**src/alwt_pkg.sv**
```systemverilog
// Constants, register map and state types of the alarm latch and wake timer
package alwt_pkg;
   // Register indices; byte address is four times the index
   localparam logic [9:0] IDX_PIN_RESULT  = 10'h02a;
   localparam logic [9:0] IDX_LATCHED     = 10'h062;
   localparam logic [9:0] IDX_INSTANT     = 10'h064;
   localparam logic [9:0] IDX_MASK        = 10'h066;
   localparam logic [9:0] IDX_REG_CONTROL = 10'h069;
   localparam logic [9:0] IDX_TIMER_STAT  = 10'h070;
   localparam logic [9:0] IDX_TIMER_CMD   = 10'h094;
   // Event bit positions
   localparam int BIT_TIMER   = 12;
   localparam int BIT_POWERUP = 15;
   // Regulator control fields
   localparam int CTL_REG_EN   = 0;
   localparam int CTL_PULLUP   = 1;
   localparam int CTL_TMODE    = 2;
   localparam int CTL_OSC_KEEP = 3;
   localparam logic [3:0] CTL_RESET = 4'h5;
   localparam logic [15:0] MASK_DEFAULT = 16'h0000;
   // Timer command fields
   localparam int TMR_LSB = 0;
   localparam int TMR_MSB = 7;
   localparam int SD_BIT  = 8;
   localparam int DLY_LSB = 9;
   localparam int DLY_MSB = 10;
   localparam int AWK_BIT = 11;
   localparam logic [7:0] STEP_FINE_MAX = 8'h10;
   localparam logic [9:0] COARSE_OFFSET = 10'h00c;
   localparam logic [4:0] DLY_Q0 = 5'h00;
   localparam logic [4:0] DLY_Q1 = 5'h01;
   localparam logic [4:0] DLY_Q2 = 5'h04;
   localparam logic [4:0] DLY_Q3 = 5'h10;
   // Timing
   localparam int CLK_MHZ   = 125;
   localparam int TICK_US   = 250000;
   localparam int TICK_CYC  = TICK_US * CLK_MHZ;
   // Power modes
   localparam logic [1:0] MODE_DEEP = 2'h2;
   // Bus answers
   localparam logic [1:0] RESP_OKAY   = 2'h0;
   localparam logic [1:0] RESP_SLVERR = 2'h2;

   typedef enum logic [1:0] {
      ALWT_IDLE = 2'b01,
      ALWT_RUN  = 2'b10
   } alwt_tfsm_t;

   typedef struct packed {
      alwt_tfsm_t  fsm;
      logic [15:0] latched;
      logic [15:0] mask;
      logic [3:0]  ctl;
      logic        sd;
      logic        awk;
      logic        reg_off;
      logic        dly_pend;
      logic [9:0]  quarters;
      logic [4:0]  dly_q;
      logic [24:0] tick;
      logic        pulse;
      logic        aw_got;
      logic        w_got;
      logic [11:0] awaddr;
      logic [31:0] wdata;
      logic [3:0]  wstrb;
      logic        bvalid;
      logic [1:0]  bresp;
      logic        rvalid;
      logic [31:0] rdata;
      logic [1:0]  rresp;
      logic [1:0]  alert_sync;
   } alwt_state_t;
endpackage : alwt_pkg

```
**src/alwt_top.sv**
```systemverilog
// Alarm latch, open-drain alert, wake timer and regulator hold-off behind AXI4-Lite
// Function
// RULE1: Reading the instant register returns every event source level, unlatched.
// RULE2: An unmasked asserted source sets and holds its latched bit.
// RULE3: Alert pin is pulled low while any latched bit is set.
// RULE4: Host writes ones to latched register; exactly those flags clear.
// RULE5: Mask starts from a stored default and is host writable per bit.
// RULE6: Momentary sources stay latched until cleared by the host.
// RULE7: Power-up source follows the power-up status flag.
// RULE8: Mode bit one selects thermistor mode, zero general ADC input.
// RULE9: Pull-up on only during measurement unless continuous pull-up is set.
// RULE10: Wake timer runs in normal, sleep and deep-sleep modes.
// RULE11: Setting 1-16 is 250 ms steps, 17-255 one second steps, 0 off.
// RULE12: Every non-zero setting write starts the timer.
// RULE13: Expiry pulses the timer source; latched only when unmasked.
// RULE14: Shutdown bit turns regulator off after delay; expiry restores it.
// RULE15: Delay field gives none, 250 ms, 1 s or 4 s.
// RULE16: Alarm-wake with shutdown restores regulator on any latched alarm.
// RULE17: Host writes zeros to the top four command bits.
// RULE18: Zero setting while running aborts without pulse; regulator restored.
// RULE19: While running with shutdown set regulator stays off.
// RULE20: Timer active in deep sleep keeps the oscillator running.
// RULE21: Timer command accepted at locked and unlocked access levels.
// RULE22: Alert pin is open-drain, only ever driven low.
// RULE23: Zero bits leave flags alone; a still-asserted source re-latches.
//
// Chosen here: register access over AXI4-Lite.
`timescale 1ns/1ps
module alwt_top #(
   parameter int TICK_CYCLES = alwt_pkg::TICK_CYC
) (
   input  wire logic        core_clk,
   input  wire logic        sys_rst,
   input  wire logic [11:0] s_axi_awaddr,
   input  wire logic        s_axi_awvalid,
   output      logic        s_axi_awready,
   input  wire logic [31:0] s_axi_wdata,
   input  wire logic [3:0]  s_axi_wstrb,
   input  wire logic        s_axi_wvalid,
   output      logic        s_axi_wready,
   output      logic [1:0]  s_axi_bresp,
   output      logic        s_axi_bvalid,
   input  wire logic        s_axi_bready,
   input  wire logic [11:0] s_axi_araddr,
   input  wire logic        s_axi_arvalid,
   output      logic        s_axi_arready,
   output      logic [31:0] s_axi_rdata,
   output      logic [1:0]  s_axi_rresp,
   output      logic        s_axi_rvalid,
   input  wire logic        s_axi_rready,
   input  wire logic [15:0] event_src,
   input  wire logic        powerup_flag,
   input  wire logic [15:0] pin_voltage,
   input  wire logic        pin_measuring,
   input  wire logic [1:0]  power_mode,
   input  wire logic        alert_i,
   output      logic        alert_o,
   output      logic        alert_oe,
   output      logic        regulator_output_en,
   output      logic        pullup_en,
   output      logic        thermistor_mode,
   output      logic        general_adc_input,
   output      logic        osc_run
);

   ////////////////////////////////////////////////////////////////////////////
   // State and derived signals
   alwt_pkg::alwt_state_t q;
   alwt_pkg::alwt_state_t d;
   logic [15:0]           raw;
   logic                  wr_fire;
   logic [9:0]            wr_idx;
   logic [9:0]            rd_idx;
   logic [31:0]           wmask;
   logic [31:0]           wval;
   logic                  tmr_wr;
   logic                  running;
   logic                  tick_end;

   localparam logic [24:0] TICK_LAST = 25'(TICK_CYCLES - 1);

   // Interval in quarter seconds
   function automatic logic [9:0] alwt_quarters(input logic [7:0] s);
      logic [9:0] wide;
      wide = {2'h0, s};
      if (s <= alwt_pkg::STEP_FINE_MAX) begin
         return wide;                                                      // RULE11
      end
      return 10'((wide - alwt_pkg::COARSE_OFFSET) << 2);                   // RULE11
   endfunction : alwt_quarters

   function automatic logic [4:0] alwt_delay(input logic [1:0] f);
      unique case (f)
         2'h0: return alwt_pkg::DLY_Q0;                                    // RULE15
         2'h1: return alwt_pkg::DLY_Q1;
         2'h2: return alwt_pkg::DLY_Q2;
         default: return alwt_pkg::DLY_Q3;
      endcase
   endfunction : alwt_delay

   always_comb begin
      raw = event_src;                                                     // RULE1
      raw[alwt_pkg::BIT_TIMER] = q.pulse;                                  // RULE13
      raw[alwt_pkg::BIT_POWERUP] = powerup_flag;                           // RULE7
   end

   assign wr_fire  = q.aw_got & q.w_got & ~q.bvalid;
   assign wr_idx   = q.awaddr[11:2];
   assign rd_idx   = s_axi_araddr[11:2];
   assign wmask    = {{8{q.wstrb[3]}}, {8{q.wstrb[2]}}, {8{q.wstrb[1]}}, {8{q.wstrb[0]}}};
   assign wval     = q.wdata & wmask;
   // No access level check: the command is open at both levels
   assign tmr_wr   = wr_fire & (wr_idx == alwt_pkg::IDX_TIMER_CMD);      // RULE21
   assign running  = (q.fsm == alwt_pkg::ALWT_RUN);
   assign tick_end = (q.tick == TICK_LAST);

   ////////////////////////////////////////////////////////////////////////////
   // Next state
   always_comb begin
      d = q;
      d.pulse = 1'b0;
      d.alert_sync = {q.alert_sync[0], alert_i};

      // Bus write channels, either order
      if (s_axi_awvalid & s_axi_awready) begin
         d.aw_got = 1'b1;
         d.awaddr = s_axi_awaddr;
      end
      if (s_axi_wvalid & s_axi_wready) begin
         d.w_got = 1'b1;
         d.wdata = s_axi_wdata;
         d.wstrb = s_axi_wstrb;
      end
      if (q.bvalid & s_axi_bready) begin
         d.bvalid = 1'b0;
      end

      // Latch: set wins over clear
      d.latched = (q.latched & ~(wr_fire && wr_idx == alwt_pkg::IDX_LATCHED ? wval[15:0] : 16'h0000))
                | (raw & q.mask);                                          // RULE2 RULE4 RULE6 RULE23

      if (wr_fire) begin
         d.aw_got = 1'b0;
         d.w_got  = 1'b0;
         d.bvalid = 1'b1;
         d.bresp  = alwt_pkg::RESP_OKAY;
         unique case (wr_idx)
            alwt_pkg::IDX_MASK: begin
               d.mask = (q.mask & ~wmask[15:0]) | wval[15:0];            // RULE5
            end
            alwt_pkg::IDX_REG_CONTROL: begin
               d.ctl = (q.ctl & ~wmask[3:0]) | wval[3:0];
            end
            alwt_pkg::IDX_LATCHED, alwt_pkg::IDX_TIMER_CMD: begin
            end
            default: begin
               d.bresp = alwt_pkg::RESP_SLVERR;
            end
         endcase
      end

      // Wake timer, free of the power mode
      if (running) begin                                                   // RULE10
         d.tick = tick_end ? 25'h0000000 : 25'(q.tick + 25'h0000001);
         if (tick_end) begin
            if (q.dly_pend) begin
               if (q.dly_q == alwt_pkg::DLY_Q1) begin
                  d.dly_pend = 1'b0;
                  d.reg_off  = 1'b1;                                       // RULE14
               end
               d.dly_q = 5'(q.dly_q - 5'h01);
            end
            if (q.quarters == 10'h001) begin
               d.fsm      = alwt_pkg::ALWT_IDLE;
               d.pulse    = 1'b1;                                          // RULE13
               d.reg_off  = 1'b0;                                          // RULE14
               d.dly_pend = 1'b0;
            end else begin
               d.quarters = 10'(q.quarters - 10'h001);
            end
         end
         // Any latched alarm brings the regulator back early
         if (q.awk & q.sd & (q.latched != 16'h0000)) begin
            d.reg_off  = 1'b0;                                             // RULE16
            d.dly_pend = 1'b0;
         end
      end

      // Upper command bits are left to the host and ignored here
      if (tmr_wr) begin                                                    // RULE17
         if (wval[alwt_pkg::TMR_MSB:alwt_pkg::TMR_LSB] != 8'h00) begin
            d.fsm      = alwt_pkg::ALWT_RUN;                               // RULE12
            d.tick     = 25'h0000000;
            d.quarters = alwt_quarters(wval[alwt_pkg::TMR_MSB:alwt_pkg::TMR_LSB]);
            d.sd       = wval[alwt_pkg::SD_BIT];
            d.awk      = wval[alwt_pkg::AWK_BIT];
            d.dly_q    = alwt_delay(wval[alwt_pkg::DLY_MSB:alwt_pkg::DLY_LSB]);
            // Delay only matters when the regulator was on at start
            d.dly_pend = wval[alwt_pkg::SD_BIT] & q.ctl[alwt_pkg::CTL_REG_EN]
                       & (d.dly_q != alwt_pkg::DLY_Q0);                    // RULE15
            d.reg_off  = wval[alwt_pkg::SD_BIT] & ~d.dly_pend;             // RULE14
         end else if (running) begin
            d.fsm      = alwt_pkg::ALWT_IDLE;                              // RULE18
            d.reg_off  = 1'b0;
            d.dly_pend = 1'b0;
            d.pulse    = 1'b0;
         end
      end

      // Bus read
      if (q.rvalid & s_axi_rready) begin
         d.rvalid = 1'b0;
      end
      if (s_axi_arvalid & s_axi_arready) begin
         d.rvalid = 1'b1;
         d.rresp  = alwt_pkg::RESP_OKAY;
         d.rdata  = 32'h00000000;
         unique case (rd_idx)
            alwt_pkg::IDX_PIN_RESULT:  d.rdata[15:0] = pin_voltage;
            alwt_pkg::IDX_LATCHED:     d.rdata[15:0] = q.latched;
            alwt_pkg::IDX_INSTANT:     d.rdata[15:0] = raw;                // RULE1
            alwt_pkg::IDX_MASK:        d.rdata[15:0] = q.mask;
            alwt_pkg::IDX_REG_CONTROL: d.rdata[3:0]  = q.ctl;
            alwt_pkg::IDX_TIMER_STAT:  d.rdata[12:0] = {q.alert_sync[1], regulator_output_en, running, q.quarters};
            alwt_pkg::IDX_TIMER_CMD: begin
            end
            default:                   d.rresp = alwt_pkg::RESP_SLVERR;
         endcase
      end

      if (sys_rst) begin
         d = '0;
         d.fsm  = alwt_pkg::ALWT_IDLE;
         d.mask = alwt_pkg::MASK_DEFAULT;                                  // RULE5
         d.ctl  = alwt_pkg::CTL_RESET;
      end
   end

   always_ff @(posedge core_clk) begin
      q <= d;
   end

   ////////////////////////////////////////////////////////////////////////////
   // Outputs
   assign s_axi_awready = ~q.aw_got & ~q.bvalid;
   assign s_axi_wready  = ~q.w_got & ~q.bvalid;
   assign s_axi_bvalid  = q.bvalid;
   assign s_axi_bresp   = q.bresp;
   assign s_axi_arready = ~q.rvalid;
   assign s_axi_rvalid  = q.rvalid;
   assign s_axi_rdata   = q.rdata;
   assign s_axi_rresp   = q.rresp;

   // Open drain: output level is always low, only the enable moves
   assign alert_o  = 1'b0;                                                 // RULE22
   assign alert_oe = (q.latched != 16'h0000);                              // RULE3

   // Control setting is overridden only while the timer holds it off
   assign regulator_output_en = q.ctl[alwt_pkg::CTL_REG_EN] & ~(running & q.reg_off); // RULE19
   assign thermistor_mode     = q.ctl[alwt_pkg::CTL_TMODE];               // RULE8
   assign general_adc_input   = ~q.ctl[alwt_pkg::CTL_TMODE];              // RULE8
   assign pullup_en = q.ctl[alwt_pkg::CTL_TMODE] & (pin_measuring | q.ctl[alwt_pkg::CTL_PULLUP]); // RULE9
   assign osc_run   = (power_mode != alwt_pkg::MODE_DEEP) | q.ctl[alwt_pkg::CTL_OSC_KEEP] | running; // RULE20
endmodule : alwt_top

```
**config.mk**
```make
export PLATFORM = sky130hd
export DESIGN_NAME = alwt_top
export DESIGN_NICKNAME = d
export VERILOG_FILES = /design/src/alwt_pkg.sv /design/src/alwt_top.sv
export SDC_FILE = /design/constraint.sdc
export NUM_CORES = 1
export LEC_CHECK = 0
export ABC_AREA = 0
export BUFFER_PORTS_ARGS = -buffer_cell sky130_fd_sc_hd__buf_2
export CAP_MARGIN = 25
export CORE_MARGIN = 2
export CORE_UTILIZATION = 49
export DETAILED_ROUTE_END_ITERATION = 8
export PLACE_DENSITY = 0.73
export RECOVER_POWER = 50
export SLEW_MARGIN = 0
export SYNTH_ARGS = -nofsm -noshare
export SYNTH_HDL_FRONTEND = slang
export SYNTH_SLANG_ARGS = --single-unit
```
**constraint.sdc**
```tcl
create_clock -name core_clk -period 3.05 [get_ports core_clk]
set_input_delay 0.305 -clock core_clk [delete_from_list [all_inputs] [get_ports core_clk]]
set_output_delay 0.305 -clock core_clk [all_outputs]
set_load 0.005 [all_outputs]
```
# Yosys cells after proc, flatten, opt, wreduce, memory -nomap -nowiden
# Cells that the tools add are included.
# Widths: inputs -> output; s select.
[word_totals] inputBits=104 output_inout_bits=48 reg_bits=139 elab_cells=139
[op_classes] magnitude_cmp=1 eq_ne=18 bitwise_logic=39 addsub=4 n_reduce_logical=13 muxes=41
[op_table] operator="$mux 43" n=2
[op_table] operator="$eq 10x7->1 const B" n=8
[op_table] operator="$and 16x16->16" n=4
[op_table] operator="$pmux 9 s5" n=1
[op_table] operator="$mux 40" n=1
[op_table] operator="$mux 35" n=1
[op_table] operator="$not 16->16" n=2
[op_table] operator="$or 16x16->16" n=2
[op_table] operator="$mux 10" n=3
[op_table] operator="$mux 2" n=14
[op_table] operator="$add 25x1->25 const B" n=1
[op_table] operator="$eq 25x25->1 const B" n=1
[op_table] operator="$mux 25" n=1
[op_table] operator="$pmux 4 s6" n=1
[op_table] operator="$eq 10x8->1 const B" n=2
[op_table] operator="$and 1x1->1" n=18
[op_table] operator="$mux 17" n=1
[op_table] operator="$mux 16" n=1
[op_table] operator="$reduce_bool 16->1" n=1
[op_table] operator="$mux 5" n=3
[op_table] operator="$pmux 5 s3" n=1
[op_table] operator="$pmux 3 s4" n=1
[op_table] operator="$eq 10x1->1 const B" n=1
[op_table] operator="$eq 10x6->1 const B" n=1
[op_table] operator="24 further kinds" n=44

# Depth between registers and ports, before layout
[logic_depth] depth_word=11 mapped_depth=8 ltp_nobuf=7

# Least setup slack after synthesis
# No wires, ideal clock.
[synth_timing] kind="flip-flop to flip-flop" from="register q[104] in the netlist's numbering" to="register with a tool-made name" t_arrival_ns=2.001 path_stages_with_launch=7 setup_slack_ns=0.929 n_path_buf=1 setup_time_ns=0.120 period_less_slack_ns=2.121 t_required_ns=2.930 path_cell_list="dfxtp_1 clkbuf_1 or4b_1 nor4_4 nand4_2 o21ba_2 o31a_1"
[synth_lines] item="from (decl)" line_no="alwt_top.sv:68" rtl="alwt_pkg::alwt_state_t q;"
[synth_lines] item="from (signal assigned)" line_no="alwt_top.sv:240" rtl="q <= d;"

# Final worst setup path
[layout_timing] from="register q[48] in the netlist's numbering" to="register q[129] in the netlist's numbering"
[layout_between] elab_chain_cells=8 word_cells_on_any_way=10 classes_between="1 x add/sub; 1 x order compare; 6 x mux; 1 x bitwise; 1 x reduce/logical"
[layout_lines] item="$and 16x16->16 *" line_no="alwt_top.sv:111" rtl="assign wval = q.wdata & wmask;"
[layout_lines] item="$le 8x5->1" line_no="alwt_top.sv:86" rtl="if (s <= alwt_pkg::STEP_FINE_MAX) begin"
[layout_lines] item="$mux 1" line_no="alwt_top.sv:86"
[layout_lines] item="$mux 1" line_no="alwt_top.sv:191" rtl="if (wval[alwt_pkg::TMR_MSB:alwt_pkg::TMR_LSB] != 8'h00) begin"
[layout_lines] item="$mux 1" line_no="alwt_top.sv:190" rtl="if (tmr_wr) begin"
[layout_lines] item="$mux 10" line_no="alwt_top.sv:89" rtl="return 10'((wide - alwt_pkg::COARSE_OFFSET) << 2);"
[layout_lines] item="$mux 40 *" line_no="alwt_top.sv:191"
[layout_lines] item="$mux 43 *" line_no="alwt_top.sv:190"
# Mark *: on every way between the ends. The rest lies on a longest branch, timed or not. The select of a mux whose other input is x is not followed.
# A chain may end at the register's enable or synchronous reset.

==> out/metrics.yaml <==
fmax_mhz: 389
min_to: "s_axi_rvalid"
first_iter_violations: 650
synth_cells: 839
async_flop_share_pct: 0
fin_nets: 1030
drive_above_1_share_pct: 17.0
rr_startpoint: "q[48]"
synth_area_leaders: "dfxtp_1 39%, nand2_1 6.7%, a21oi_1 5.1%, nor2_1 4.2%, buf_4 4.0%"
grt_overflow: 0
synth_area_leader_cell: "dfxtp_1"
detailed_place.area_um2: 7420
cp_max_fo: 16
viasPerCell: 5.84
grt_first_pass_wirelength_mm: 29.7
power_density_nw_per_um2: 540
design_area_um2: 8010
cellLeakagePower_nw: 3.17
antenna_found_initial: 0
r2r-end: "q[129]"
rows: 43
fin_crit_sh_pct: 84.3
synth_top_cell_area_share_pct: 39.0
grtUsageTotal_pct: 25.4
slew_headroom_pct: 7.80
antenna_cells: 0
numClockSinks: 135
crit_path_start_kind: "register"
cts_resized: 0
port_buffers: 108
numCtsBuffers: 17
syn-cell-area_um2: 6930
synth_warnings: 0
status: "finished, final reports clean"
finalSetupTns_ps: 0
r2r_setup_slack_ps: 480
cts_hold_buf: 0
cts_tree: "built"
synth-main-ff-cell: "dfxtp_1"
synth_edf_count: 0
clock_latency_ps: 420
p_total_w: 0.00433
die_h_um: 123
path_class: "register to register"
drtPass1Iterations: 5
endpoint_kind: "register"
post-dp-hpwl_mm: 13.6
drv_slew: 0
drc: 0
ir_worst_vdd_mv: 0.391
hold_path.class: "primary input to register"
core_area_um2: 13800
min_from: "s_axi_rready"
finalSetupViolations: 0
cts_root_buffer: "clkbuf_16"
clockBufferDepth: 2
grt_pass1_vias: 5872
crit_required_ps: 3380
mostFrequentLayoutCell: "dfxtp_1"
io_pins: 152
syn_area_per_cell_um2: 8.26
htree_num_levels: 4
fp.dieArea_um2: 15100
postRouteWirelength_mm: 19.0
whs_path_depth: 2
synth_cell_type_count: 69
finClkSkew_ps: 5.59
reg2regPathDepth: 6
post_cts_buffers: 0
tightestPinTransition_ps: 1380
fin_ws_ps: 478
routabilityCongestion: 0.936
synth_seq_cells: 135
pre_cts_slack_ps: 560
vias: 6494
antenna_left: 0
cap_violations: 0
clk_pin_slew_ps: 60
area_delta_synth_final_pct: 15.6
ys_seq_area_share_pct: 39.0
rsz0062_at_grt: "false"
grt_max_degree: 68
final_cell_mix: "135 x dfxtp_1, 124 x nand2_1, 87 x buf_2, 78 x nor2_1, 70 x a21oi_1"
hold_viol_final: 0
die_w_um: 123
wl_per_cell_um: 17.1
period_minus_slack_ps: 2570
start_util_pct: 50.1
arrival_ps: 2900
[where the power goes]
| part | leakage (nW) | total [W] | internal [W] | switching (W) |
|---|---|---|---|---|
| logic | 1.77 | 0.000291 | 0.000118 | 0.000173 |
| registers | 1.10 | 0.00186 | 0.00181 | 0.0000541 |
| clock network | 0.302 | 0.00217 | 0.00141 | 0.000766 |
[cells in the mapped netlist, types with 7 or more instances]
library cell,instances
o21ai_0,33
a311oi_1,7
a221oi_1,10
dfxtp_1,135
clkbuf_1,35
nor4_1,14
and4_1,8
nor2_1,78
xnor2_1,9
a21oi_1,70
mux2_2,12
nand3_1,30
nor3_1,9
ha_1,7
and3_1,9
mux2i_1,21
nand4_1,11
buf_4,37
a22oi_1,16
nand2_1,124
xor2_1,24
nor2b_1,12
a211oi_1,13
a31oi_1,7
inv_1,17
[worst max path at each step]
stage                      start        to  slack, ps  depth (start not counted)
after global routing       q[48]    q[129]        190                          6
after detailed placement   q[48]    q[129]        560                          6
after global placement     q[48]    q[129]        600                          6
after floorplan           q[104]  register        930                          6
final                      q[48]    q[129]        480                          6
after CTS                  q[48]    q[129]        560                          6
[metal layers]
| metal | track usage [%] | wire, um | vias up |
|---|---|---|---|
| li1 | - | - | 3135 |
| met4 | 13.9 | 740 | 0 |
| met3 | 4.89 | 1360 | 51 |
| met2 | 39.1 | 8290 | 253 |
| met1 | 33.5 | 8630 | 3055 |
| met5 | 0 | 0 | - |
[worst max-delay path, cell delays in order, from the launching register on]
cell and delay [ps]:
dfxtp_1 410, o41ai_2 620, nand3_1 320, nand2_1 530, buf_4 270, a21oi_1 50
a311oi_1 260
[layout make-up]
cell class,count,area [um2]
Multi-Input combinational cell,626,3770
Timing Repair Buffer,122,616
Sequential cell,135,2700
Fill cell,1291,5810
Clock inverter,12,175
Inverter,17,63.8
Tap cell,180,225
Clock buffer,20,457
[through the flow]
| stage | utilization, % | instances | hold WS (ps) |
|---|---|---|---|
| 4_1_cts | 58.3 | 1112 | 63.7 |
| 6_report | 58.0 | 1112 | 72.3 |
| 3_5_place_dp | 53.7 | 1080 | 459 |
| 5_1_grt | 58.0 | 1112 | 77.0 |
| 2_1_floorplan | - | 857 | 404 |
| 3_3_place_gp | 53.7 | 1080 | 442 |
[logic make-up (layout without fill, tap and decap cells)]
family / after synthesis / in the layout / share of synthesized area (%)
AND/OR/NAND/NOR: 342 / 342 / 25.3
AO/OA/AOI/OAI: 192 / 192 / 17.9
flip-flops: 135 / 135 / 39.0
buffers and inverters: 96 / 171 / 7.38
XOR/XNOR: 33 / 33 / 4.17
multiplexers: 33 / 33 / 4.98
adder cells (fa/ha/maj): 7 / 7 / 1.26
other: 1 / 19 / 0.0541
(Power assumes the default switching activity.)
